--- config.mk ---
export PLATFORM = sky130hd
export DESIGN_NAME = hbs_sequencer
export DESIGN_NICKNAME = d
export VERILOG_FILES = /design/src/hbs_pkg.sv /design/src/hbs_stream_if.sv /design/src/hbs_fifo.sv /design/src/hbs_sequencer.sv
export SDC_FILE = /design/constraint.sdc
export NUM_CORES = 1
export LEC_CHECK = 0
export BUFFER_PORTS_ARGS = -buffer_cell sky130_fd_sc_hd__buf_2
export CORE_ASPECT_RATIO = 0.8
export CORE_MARGIN = 10
export CORE_UTILIZATION = 64
export DETAILED_ROUTE_END_ITERATION = 8
export GPL_TIMING_DRIVEN = 0
export PLACE_DENSITY_LB_ADDON = 0.1
export SLEW_MARGIN = 20
export SYNTH_ARGS = -nofsm -noshare
export SYNTH_HDL_FRONTEND = slang
export SYNTH_HIERARCHICAL = 1
export SYNTH_SLANG_ARGS = --single-unit
--- constraint.sdc ---
create_clock -name MCLK -period 6.8 [get_ports MCLK]
set_clock_uncertainty 0.1 [all_clocks]
set_input_delay 1.02 -clock MCLK [delete_from_list [all_inputs] [get_ports MCLK]]
set_output_delay 1.02 -clock MCLK [all_outputs]
set_load 0.01 [all_outputs]
--- src/hbs_pkg.sv ---
// constants and types shared by the handshake byte sequencer
package hbs_pkg;
   // one internal converter clock period spans two master clocks
   localparam int MCLK_PERIOD_NS    = 100;
   localparam int INT_CLK_PERIOD_NS = 200;
   localparam int PHASES_PER_PERIOD = INT_CLK_PERIOD_NS / MCLK_PERIOD_NS;
   // byte select indices
   localparam logic [1:0] SEL_HIGH = 2'h0;
   localparam logic [1:0] SEL_MID  = 2'h1;
   localparam logic [1:0] SEL_LOW  = 2'h2;
   // high byte field positions
   localparam int HB_SIGN_POS = 7;
   localparam int HB_OVER_POS = 6;
   // fifo item layout: {last, select index, byte}
   localparam int ITEM_LAST_POS = 10;
   localparam int ITEM_SEL_LSB  = 8;
   localparam int ITEM_WIDTH    = 11;
   // reset values
   localparam logic [2:0] SEL_N_RESET   = 3'h7;
   localparam logic       STROBE_RESET  = 1'h1;
   localparam logic [7:0] DATA_RESET    = 8'h00;
   typedef enum logic [2:0] {
      HS_IDLE, HS_FILL, HS_WAIT, HS_PRESENT, HS_LOAD, HS_HOLD, HS_DROP
   } hbs_state_t;
endpackage

--- src/hbs_stream_if.sv ---
// valid/ready byte stream between the loader and the sequencer
`timescale 1ns/1ns
`default_nettype none
interface hbs_stream_if #(parameter int WIDTH = 11);
   logic             valid;
   logic             ready;
   logic [WIDTH-1:0] data;
   modport src (output valid, output data, input ready);
   modport snk (input valid, input data, output ready);
endinterface
`default_nettype wire

--- src/hbs_fifo.sv ---
// byte fifo with valid/ready on both sides
`timescale 1ns/1ns
`default_nettype none
module hbs_fifo #(
   parameter int WIDTH = 11,
   parameter int DEPTH = 8
) (
   input  wire logic   clk,
   input  wire logic   rst_n,
   hbs_stream_if.snk   wr,
   hbs_stream_if.src   rd
);
   localparam int AW = $clog2(DEPTH);
   logic [WIDTH-1:0] mem [DEPTH];
   logic [AW-1:0]    wptr_reg, wptr_next;
   logic [AW-1:0]    rptr_reg, rptr_next;
   logic [AW:0]      count_reg, count_next;
   logic             push;
   logic             pop;

   // honest full and empty from the occupancy count
   assign wr.ready = (count_reg != (AW+1)'(DEPTH));
   assign rd.valid = (count_reg != '0);
   assign rd.data  = mem[rptr_reg];
   assign push     = wr.valid & wr.ready;
   assign pop      = rd.valid & rd.ready;

   // pointer and count update
   always_comb begin
      wptr_next  = wptr_reg;
      rptr_next  = rptr_reg;
      count_next = count_reg;
      if (push) begin
         wptr_next = (wptr_reg == AW'(DEPTH-1)) ? '0 : wptr_reg + 1'b1;
      end
      if (pop) begin
         rptr_next = (rptr_reg == AW'(DEPTH-1)) ? '0 : rptr_reg + 1'b1;
      end
      if (push & ~pop) begin
         count_next = count_reg + 1'b1;
      end else if (pop & ~push) begin
         count_next = count_reg - 1'b1;
      end
   end

   always_ff @(posedge clk or negedge rst_n) begin
      if (!rst_n) begin
         wptr_reg  <= '0;
         rptr_reg  <= '0;
         count_reg <= '0;
      end else begin
         wptr_reg  <= wptr_next;
         rptr_reg  <= rptr_next;
         count_reg <= count_next;
      end
   end

   // storage has no reset; contents are only read while counted valid
   always_ff @(posedge clk) begin
      if (push) begin
         mem[wptr_reg] <= wr.data;
      end
   end
endmodule
`default_nettype wire

--- src/hbs_sequencer.sv ---
// handshake output byte sequencer of the converter digital section
`timescale 1ns/1ns
`default_nettype none
module hbs_sequencer
   import hbs_pkg::*;
#(
   parameter int RESULT_BITS = 16,
   parameter int FIFO_DEPTH  = 8
) (
   input  wire logic        MCLK,
   input  wire logic        NRST,
   input  wire logic        MODE,
   input  wire logic        CONV_DONE,
   input  wire logic        CONV_SIGN,
   input  wire logic        CONV_OVER,
   input  wire logic [15:0] CONV_BITS,
   input  wire logic        RECEIVER_READY_IN,
   input  wire logic        CS_LOAD_STROBE_N_I,
   output logic             CS_LOAD_STROBE_N_O,
   output logic             CS_LOAD_STROBE_N_OE,
   input  wire logic        HIGH_BYTE_SELECT_N_I,
   output logic             HIGH_BYTE_SELECT_N_O,
   output logic             HIGH_BYTE_SELECT_N_OE,
   input  wire logic        MIDDLE_BYTE_SELECT_N_I,
   output logic             MIDDLE_BYTE_SELECT_N_O,
   output logic             MIDDLE_BYTE_SELECT_N_OE,
   input  wire logic        LOW_BYTE_SELECT_N_I,
   output logic             LOW_BYTE_SELECT_N_O,
   output logic             LOW_BYTE_SELECT_N_OE,
   output logic [7:0]       DATA_O,
   output logic             DATA_OE,
   output logic             HANDSHAKE_ACTIVE
);
   localparam logic WIDE = (RESULT_BITS == 16);

   hbs_stream_if #(.WIDTH(ITEM_WIDTH)) fill_s ();
   hbs_stream_if #(.WIDTH(ITEM_WIDTH)) drain_s ();

   hbs_fifo #(.WIDTH(ITEM_WIDTH), .DEPTH(FIFO_DEPTH)) u_fifo (
      .clk   (MCLK),
      .rst_n (NRST),
      .wr    (fill_s),
      .rd    (drain_s)
   );

   hbs_state_t  state_reg, state_next;
   logic        phase_reg, phase_next;
   logic        mode_prev_reg, mode_prev_next;
   logic        sign_reg, sign_next;
   logic        over_reg, over_next;
   logic [15:0] bits_reg, bits_next;
   logic [1:0]  fill_idx_reg, fill_idx_next;
   logic        last_reg, last_next;
   logic [2:0]  sel_n_reg, sel_n_next;
   logic        strobe_n_reg, strobe_n_next;
   logic [7:0]  data_reg, data_next;
   logic        data_oe_reg, data_oe_next;
   logic        rise;
   logic        fall;
   logic        sen_seen;
   logic        active;
   logic        mode_rise;
   logic [1:0]  fill_last_idx;
   logic [2:0]  sel_in_n;

   // phase 0 marks an internal rising edge, phase 1 a falling edge
   assign rise      = ~phase_reg;
   assign fall      = phase_reg;
   assign sen_seen  = fall & RECEIVER_READY_IN;
   assign active    = (state_reg != HS_IDLE);
   assign mode_rise = MODE & ~mode_prev_reg;
   assign sel_in_n  = {LOW_BYTE_SELECT_N_I, MIDDLE_BYTE_SELECT_N_I, HIGH_BYTE_SELECT_N_I};
   assign fill_last_idx = SEL_LOW;

   // byte image of the latched result
   function automatic logic [7:0] byte_of(input logic [1:0] idx);
      logic [7:0] b;
      b = DATA_RESET;
      case (idx)
         SEL_HIGH: begin
            b[HB_SIGN_POS] = sign_reg;
            b[HB_OVER_POS] = over_reg;
            if (!WIDE) begin
               b[5:0] = bits_reg[13:8];
            end
         end
         SEL_MID: b = bits_reg[15:8];
         SEL_LOW: b = bits_reg[7:0];
         default: b = DATA_RESET;
      endcase
      return b;
   endfunction

   // loader side: pushes the bytes in send order into the fifo
   always_comb begin
      fill_s.valid = (state_reg == HS_FILL);
      fill_s.data  = {(fill_idx_reg == fill_last_idx), fill_idx_reg, byte_of(fill_idx_reg)};
   end

   // latch, phase and mode edge tracking
   always_comb begin
      phase_next     = ~phase_reg;
      mode_prev_next = MODE;
      sign_next      = sign_reg;
      over_next      = over_reg;
      bits_next      = bits_reg;
      // results finishing during handshake are simply not latched
      if (!active && CONV_DONE) begin
         sign_next = CONV_SIGN;
         over_next = CONV_OVER;
         bits_next = CONV_BITS;
      end
   end

   always_ff @(posedge MCLK or negedge NRST) begin
      if (!NRST) begin
         phase_reg     <= 1'b0;
         mode_prev_reg <= 1'b0;
         sign_reg      <= 1'b0;
         over_reg      <= 1'b0;
         bits_reg      <= 16'h0000;
      end else begin
         phase_reg     <= phase_next;
         mode_prev_reg <= mode_prev_next;
         sign_reg      <= sign_next;
         over_reg      <= over_next;
         bits_reg      <= bits_next;
      end
   end

   // handshake sequencing
   always_comb begin
      state_next    = state_reg;
      fill_idx_next = fill_idx_reg;
      last_next     = last_reg;
      sel_n_next    = sel_n_reg;
      strobe_n_next = strobe_n_reg;
      data_next     = data_reg;
      data_oe_next  = data_oe_reg;
      drain_s.ready = 1'b0;
      case (state_reg)
         HS_IDLE: begin
            // direct access: chip select and byte select sensed as inputs
            data_oe_next = 1'b0;
            if (!MODE && !CS_LOAD_STROBE_N_I && (sel_in_n != 3'h7)) begin
               data_oe_next = 1'b1;
               data_next    = !HIGH_BYTE_SELECT_N_I ? byte_of(SEL_HIGH) :
                              !MIDDLE_BYTE_SELECT_N_I ? byte_of(SEL_MID) : byte_of(SEL_LOW);
            end
            // entry on the latch edge, or at once on a mode rise
            if ((CONV_DONE && MODE) || mode_rise) begin
               state_next    = HS_FILL;
               fill_idx_next = SEL_HIGH;
               sel_n_next    = SEL_N_RESET;
               strobe_n_next = STROBE_RESET;
               data_oe_next  = 1'b0;
            end
         end
         HS_FILL: begin
            // stalls while the fifo is full
            if (fill_s.ready) begin
               if (fill_idx_reg == fill_last_idx) begin
                  state_next = HS_WAIT;
               end else begin
                  fill_idx_next = (WIDE && fill_idx_reg == SEL_HIGH) ? SEL_MID : SEL_LOW;
               end
            end
         end
         HS_WAIT: begin
            if (sen_seen) begin
               state_next = HS_PRESENT;
            end
         end
         HS_PRESENT, HS_DROP: begin
            // both are rising-edge cycles: half a clock after the off edge
            sel_n_next = SEL_N_RESET;
            if (state_reg == HS_DROP && last_reg) begin
               state_next = HS_IDLE;
            end else if (drain_s.valid) begin
               drain_s.ready = 1'b1;
               sel_n_next[drain_s.data[ITEM_SEL_LSB +: 2]] = 1'b0;
               last_next     = drain_s.data[ITEM_LAST_POS];
               data_next     = drain_s.data[7:0];
               data_oe_next  = 1'b1;
               strobe_n_next = 1'b0;
               state_next    = HS_LOAD;
            end else begin
               state_next = HS_IDLE;
            end
         end
         HS_LOAD: begin
            // strobe spans one full internal period, rise to rise
            if (rise) begin
               strobe_n_next = 1'b1;
               state_next    = HS_HOLD;
            end
         end
         HS_HOLD: begin
            // select and data stay put while the receiver is busy
            if (sen_seen) begin
               data_oe_next = 1'b0;
               state_next   = HS_DROP;
            end
         end
         default: state_next = HS_IDLE;
      endcase
   end

   always_ff @(posedge MCLK or negedge NRST) begin
      if (!NRST) begin
         state_reg    <= HS_IDLE;
         fill_idx_reg <= SEL_HIGH;
         last_reg     <= 1'b0;
         sel_n_reg    <= SEL_N_RESET;
         strobe_n_reg <= STROBE_RESET;
         data_reg     <= DATA_RESET;
         data_oe_reg  <= 1'b0;
      end else begin
         state_reg    <= state_next;
         fill_idx_reg <= fill_idx_next;
         last_reg     <= last_next;
         sel_n_reg    <= sel_n_next;
         strobe_n_reg <= strobe_n_next;
         data_reg     <= data_next;
         data_oe_reg  <= data_oe_next;
      end
   end

   // pin drivers: strobe and selects float only when idle with mode low, middle select always for narrow results; data follows data_oe_reg
   assign CS_LOAD_STROBE_N_O      = strobe_n_reg;
   assign HIGH_BYTE_SELECT_N_O    = sel_n_reg[SEL_HIGH];
   assign MIDDLE_BYTE_SELECT_N_O  = sel_n_reg[SEL_MID];
   assign LOW_BYTE_SELECT_N_O     = sel_n_reg[SEL_LOW];
   assign CS_LOAD_STROBE_N_OE     = active | MODE;
   assign HIGH_BYTE_SELECT_N_OE   = active | MODE;
   assign MIDDLE_BYTE_SELECT_N_OE = WIDE & (active | MODE);
   assign LOW_BYTE_SELECT_N_OE    = active | MODE;
   assign DATA_O                  = data_reg;
   assign DATA_OE                 = data_oe_reg;
   assign HANDSHAKE_ACTIVE        = active;
endmodule
`default_nettype wire

-- After elaboration in Yosys (flattened, before gate mapping)
Memory sizes are Yosys's and may differ from the RTL's.
Cells that the tools add are included.
- register bits: 49
- RAM bits: 88
- bits of input ports: 27
- output and inout port bits: 18
- word-level logic and storage cells: 132
- memories kept: 1
- add/subtract/negate cells: 4
- magnitude comparators: 2
- equality and inequality tests: 22
- multiplexer cells: 48
- bitwise operators: 13
- reductions and logical operators: 27
- memories (memory ; words ; bits a word ; rd ports ; clocked after Yosys merged registers in ; write ports ; RTL line ; RTL):
    u_fifo.mem ; 8 ; 11 ; 1 ; 0 ; 1 ; hbs_fifo.sv:14 ; logic [WIDTH-1:0] mem [DEPTH];
- operators with widths (kind ; number):
    $mux 8 ; 5
    $mux 3 ; 13
    $ne 2x2->1 const B ; 9
    $pmux 3 s6 ; 1
    $pmux 8 s2 ; 1
    $eq 3x3->1 const B ; 5
    $mux 1 ; 15
    $pmux 6 s2 ; 1
    $reduce_and 4->1 ; 3
    $reduce_bool 3->1 ; 3
    $mux 2 ; 4
    $mux 4 ; 2
    $add 3x1->3 const B ; 2
    $and 1x1->1 ; 6
    $eq 3x2->1 const B ; 2
    $logic_and 1x1->1 ; 6
    $pmux 1 s3 ; 2
    $pmux 2 s3 ; 1
    $pmux 3 s2 ; 1
    $reduce_and 6->1 ; 1
    $reduce_bool 2->1 ; 3
    $not 1->1 ; 5
    $reduce_and 5->1 ; 1
    $add 4x1->4 const B ; 1
    21 further kinds ; 23

-- Longest topological paths before layout
An unclocked memory read counts as a cell.
- word-level depth: 9
- gate-level depth with buffers: 11
- mapped depth without buffers: 11

-- Modules after synthesis
The synthesis kept the hierarchy.
- modules (own cells, without submodules) (module ; times used ; cells each ; area an instance (um^2) ; sequential area each (um^2)):
    hbs_fifo ; 1 ; 192 ; 4073.9 ; 2892.8
    hbs_sequencer ; 1 ; 176 ; 2073.2 ; 980.9

-- Worst setup path before layout
OpenSTA, ideal clock, no wires.
- path type: register -> register
- from: register u_fifo.count_reg[0]
- to: register u_fifo.count_reg[3]
- setup time: 0.131 ns
- arrival time: 2.853 ns
- required time: 6.569 ns
- path slack: 3.716 ns
- stages on the path, launching flop included: 12
- path buffers: 0
- period minus slack after synthesis: 3.084 ns
- cell sequence: dfrtp_1 > or4_1 > nand2_1 > o21bai_2 > inv_1 > o41ai_4 > ha_1 > inv_1 > ha_1 > or4_1 > o211ai_1 > o211ai_1
- cells in the longest elaborated chain, start to end: 8
- elaborated cells between the ends (all ways): 16
- classes of those cells: 2 x add/sub; 1 x eq/ne; 5 x mux; 6 x bitwise; 2 x reduce/logical
- ends and longest elaborated chain (what ; RTL line ; RTL):
    start: declaration ; hbs_fifo.sv:17 ; logic [AW:0] count_reg, count_next;
    start signal: assignment ; hbs_fifo.sv:54 ; count_reg <= count_next;
    $reduce_bool 4->1 (*) ; hbs_fifo.sv:23 ; assign rd.valid = (count_reg != '0);
    via drain_s.valid ; hbs_stream_if.sv:5 ; logic valid;
    $mux 1 (*) ; hbs_sequencer.sv:179 ; end else if (drain_s.valid) begin
    $mux 1 (*) ; hbs_sequencer.sv:177 ; if (state_reg == HS_DROP && last_reg) begin
    $mux 1 (*) ; hbs_sequencer.sv:141 ; case (state_reg)
    via drain_s.ready ; hbs_stream_if.sv:6 ; logic ready;
    $and 1x1->1 (*) ; hbs_fifo.sv:26 ; assign pop = rd.valid & rd.ready;
    $not 1->1 ; hbs_fifo.sv:39 ; if (push & ~pop) begin
    $and 1x1->1 ; hbs_fifo.sv:39 ;
    $mux 4 or $reduce_bool 2->1 (tied branches) ; -- ;
Mark *: on every way through the listed nets, which the timed path passes. The rest lies on a longest branch. The select of a mux whose other input is x is not followed.
A chain may end at the register's enable or synchronous reset.

-- Final worst setup path
Ends and elaborated chain as after synthesis.

==> results.toml <==
[global_routing]
antenna_found_initial = 0
grt_pass1_vias = 3697
track_usage_pct = 19.6
grt_overflow = 0
grt_max_degree = 50
grt_pass1_wl_mm = 20.5

[final_layout]
utilization_pct = 78.5
final_cell_area_mm2 = 0.00722
largest_register_ffs = 88
area.sequential_mm2 = 0.00387
layout.cells.non_filler = 564
nFillCells = 524
syn_to_final_growth_pct = 17.4
antenna_cells = 0
multi_input_area_mm2 = 0.00216
drive_gt1_share_pct = 35.6
fin_nets = 475

[setup_path]
r2r_slack_ns = 3.39
rr_worst_depth = 11
worstPathArrival_ns = 3.59
critPathCapture = "u_fifo/count_reg[3]"
critical-path-max-stage-delay_ns = 0.60
critPathMaxFanout = 8
startpoint = "u_fifo/count_reg[0]"
worst-path-stages = 11
r2r-start = "u_fifo/count_reg[0]"
cp_top_family = "simple AND/OR/NAND/NOR gates"
cp-start-kind = "flip-flop"
critical_path_required_ns = 6.99
critPathSlowestCell = "or4_1"
reg2reg_to = "u_fifo/count_reg[3]"
cp.buffers_inverters = 2
crit_type = "flip-flop to flip-flop"
cp-end-kind = "flip-flop"
cp_cell_sequence = "or4_1 > nand2_1 > o21bai_2 > inv_1 > o41ai_4 > ha_1 > inv_1 > ha_1 > or4_1 > o211ai_1 > o211ai_1"

[synthesis]
synth_edf_count = 88
synth_area_mm2 = 0.00615
netlist_instances = 368
yosysWarnings = 6
seq_area_frac_synth_pct = 63.0
synth_cell_types = 51
yosysMostFrequentCell = "edfxtp_1"
synthArstFlopShare_pct = 35.8
synth_top_flop_cell = "edfxtp_1"
synth.area.top_cells = "edfxtp_1 (43%), dfrtp_1 (18%), mux2_2 (9.3%)"
avgSynthCellArea_um2 = 16.7
yosysTopAreaCell = "edfxtp_1"
synth_common_cells = "edfxtp_1 (88), mux2_2 (51), dfrtp_1 (45)"
ys_seq_elements = 137
yosysTopAreaCellShare_pct = 43.0
syn_nets = 407

[die]
io_pins = 45
start_util_pct = 66.9
rows = 31
die_w_um = 130
coreArea_mm2 = 0.00919
die_height_um = 108
dieArea_mm2 = 0.0139

[detailed_routing]
finalWirelength_mm = 12.9
drt_drc_violations_left = 0
drt_iter0_drc = 260
vias = 3539
wl_per_cell_um = 22.9
route.antenna.remaining_nets = 0
dr.pass1.iters = 4
vias_per_cell = 6.27

[cts]
cts_tree = "built"
htree_levels = 4
cts.sinks = 137
hold_buffers = 0
cts_resized = 0
cts-buffers-inserted = 17
cts_buffer_depth = 2
clk_pin_slew_ns = 0.06
cts_root_buffer = "clkbuf_16"
cts_setup_buffers = 0
clk_latency_ns = 0.41

[placement]
postPlaceCellArea_mm2 = 0.00659
place_ws_ns = 3.41
gp_congestion = 0.808
port_buffers = 43
dp.cells = 532
dpl.hpwl_mm = 8.59

[status]
status = "complete, no violations"

[sta]
finalCriticalPeriod_ns = 3.41
whs_ns = 0.377
setup_viol = 0
relSlewSlack_pct = 34.3
worstMarginPinSlew_ns = 0.980
drv_slew = 0
finalWorstSetupSlack_ns = 3.39
finalHoldViolCount = 0
layout_worst_path_cycle_share_pct = 50.1
rsz0062_at_grt = "false"
fmax_mhz = 294
tns_ns = 0

[power_and_ir_drop]
power_density_mw_per_mm2 = 498
peakVddDrop_mv = 0.310
power_mw = 3.59
p_leak_nw = 2.81

[flow_run]
cap_violations = 0

[worst_hold_path]
hp-class = "flip-flop to flip-flop"
-- cell families after synthesis --
kind of cell	Yosys count	share of synthesized area, %
muxes	82	20.2
AOI/OAI and AO/OA	43	5.76
xor gates and xnor gates	2	0.285
and+or+nand+nor	63	5.82
buffers and inverters	29	2.40
DFF	137	63.0
adders and majority gates	12	2.56
-- placed cells by master (no fill, tap or decap), drive strengths merged, types with 3 or more instances in the layout --
cell type | synthesis | layout
o32a | 3 | 3
clkinv | 0 | 6
o21ai | 8 | 8
nor3 | 7 | 7
dfrtp | 45 | 45
a21o | 3 | 3
clkbuf | 12 | 30
a22oi | 6 | 6
a21oi | 6 | 6
bufinv | 0 | 4
nand2 | 8 | 8
mux2 | 51 | 51
nor2 | 12 | 12
inv | 10 | 13
buf | 7 | 56
edfxtp | 88 | 88
nand2b | 8 | 8
nor2b | 14 | 14
mux2i | 9 | 9
ha | 11 | 11
dfstp | 4 | 4
nand3 | 4 | 4
mux4 | 22 | 22
-- metal layers --
layer | track usage, % | wire length (um)
met3 | 5.71 | 700
met5 | 0 | 0
met2 | 33.7 | 6820
met1 | 23.7 | 5200
met4 | 5.37 | 183
-- worst min path at each step --
stage	startpoint	endpoint	slack (ns)	cells past startpoint
finish	DATA_OE	DATA_OE	0.38	1
global route	DATA_OE	DATA_OE	0.41	1
CTS	DATA_OE	DATA_OE	0.38	1
detailed placement	DATA_OE	DATA_OE	0.37	1
global placement	DATA_OE	DATA_OE	0.36	1
floorplan	fall	fall	0.35	1
-- power by group --
group          internal [mW]  total, mW  switching [mW]
registers               1.21       1.37           0.169
logic                  0.592       1.25           0.660
clock network          0.617      0.968           0.352
-- area by class of cell --
| class | count | share of cell area (%) |
|---|---|---|
| flip-flops and latches | 137 | 53.7 |
| inverters | 10 | 0.520 |
| plain buffers | 19 | 1.53 |
| multi-input cells | 202 | 29.9 |
| well taps | 115 | 1.99 |
| repair buffers | 49 | 3.74 |
| clock inverters | 14 | 2.70 |
| clock buffers | 18 | 5.94 |
-- worst reg2reg max path, delay by kind of cell, from the launching register on --
| kind | cells | cell delay, ns |
|---|---|---|
| AO/OA/AOI/OAI | 4 | 0.54 |
| adder cells (fa/ha/maj) | 2 | 0.68 |
| buffers and inverters | 2 | 0.27 |
| AND/OR/NAND/NOR | 3 | 1.20 |
| flip-flops | 1 | 0.49 |
No activity file was read; power rests on OpenSTA's default activity.
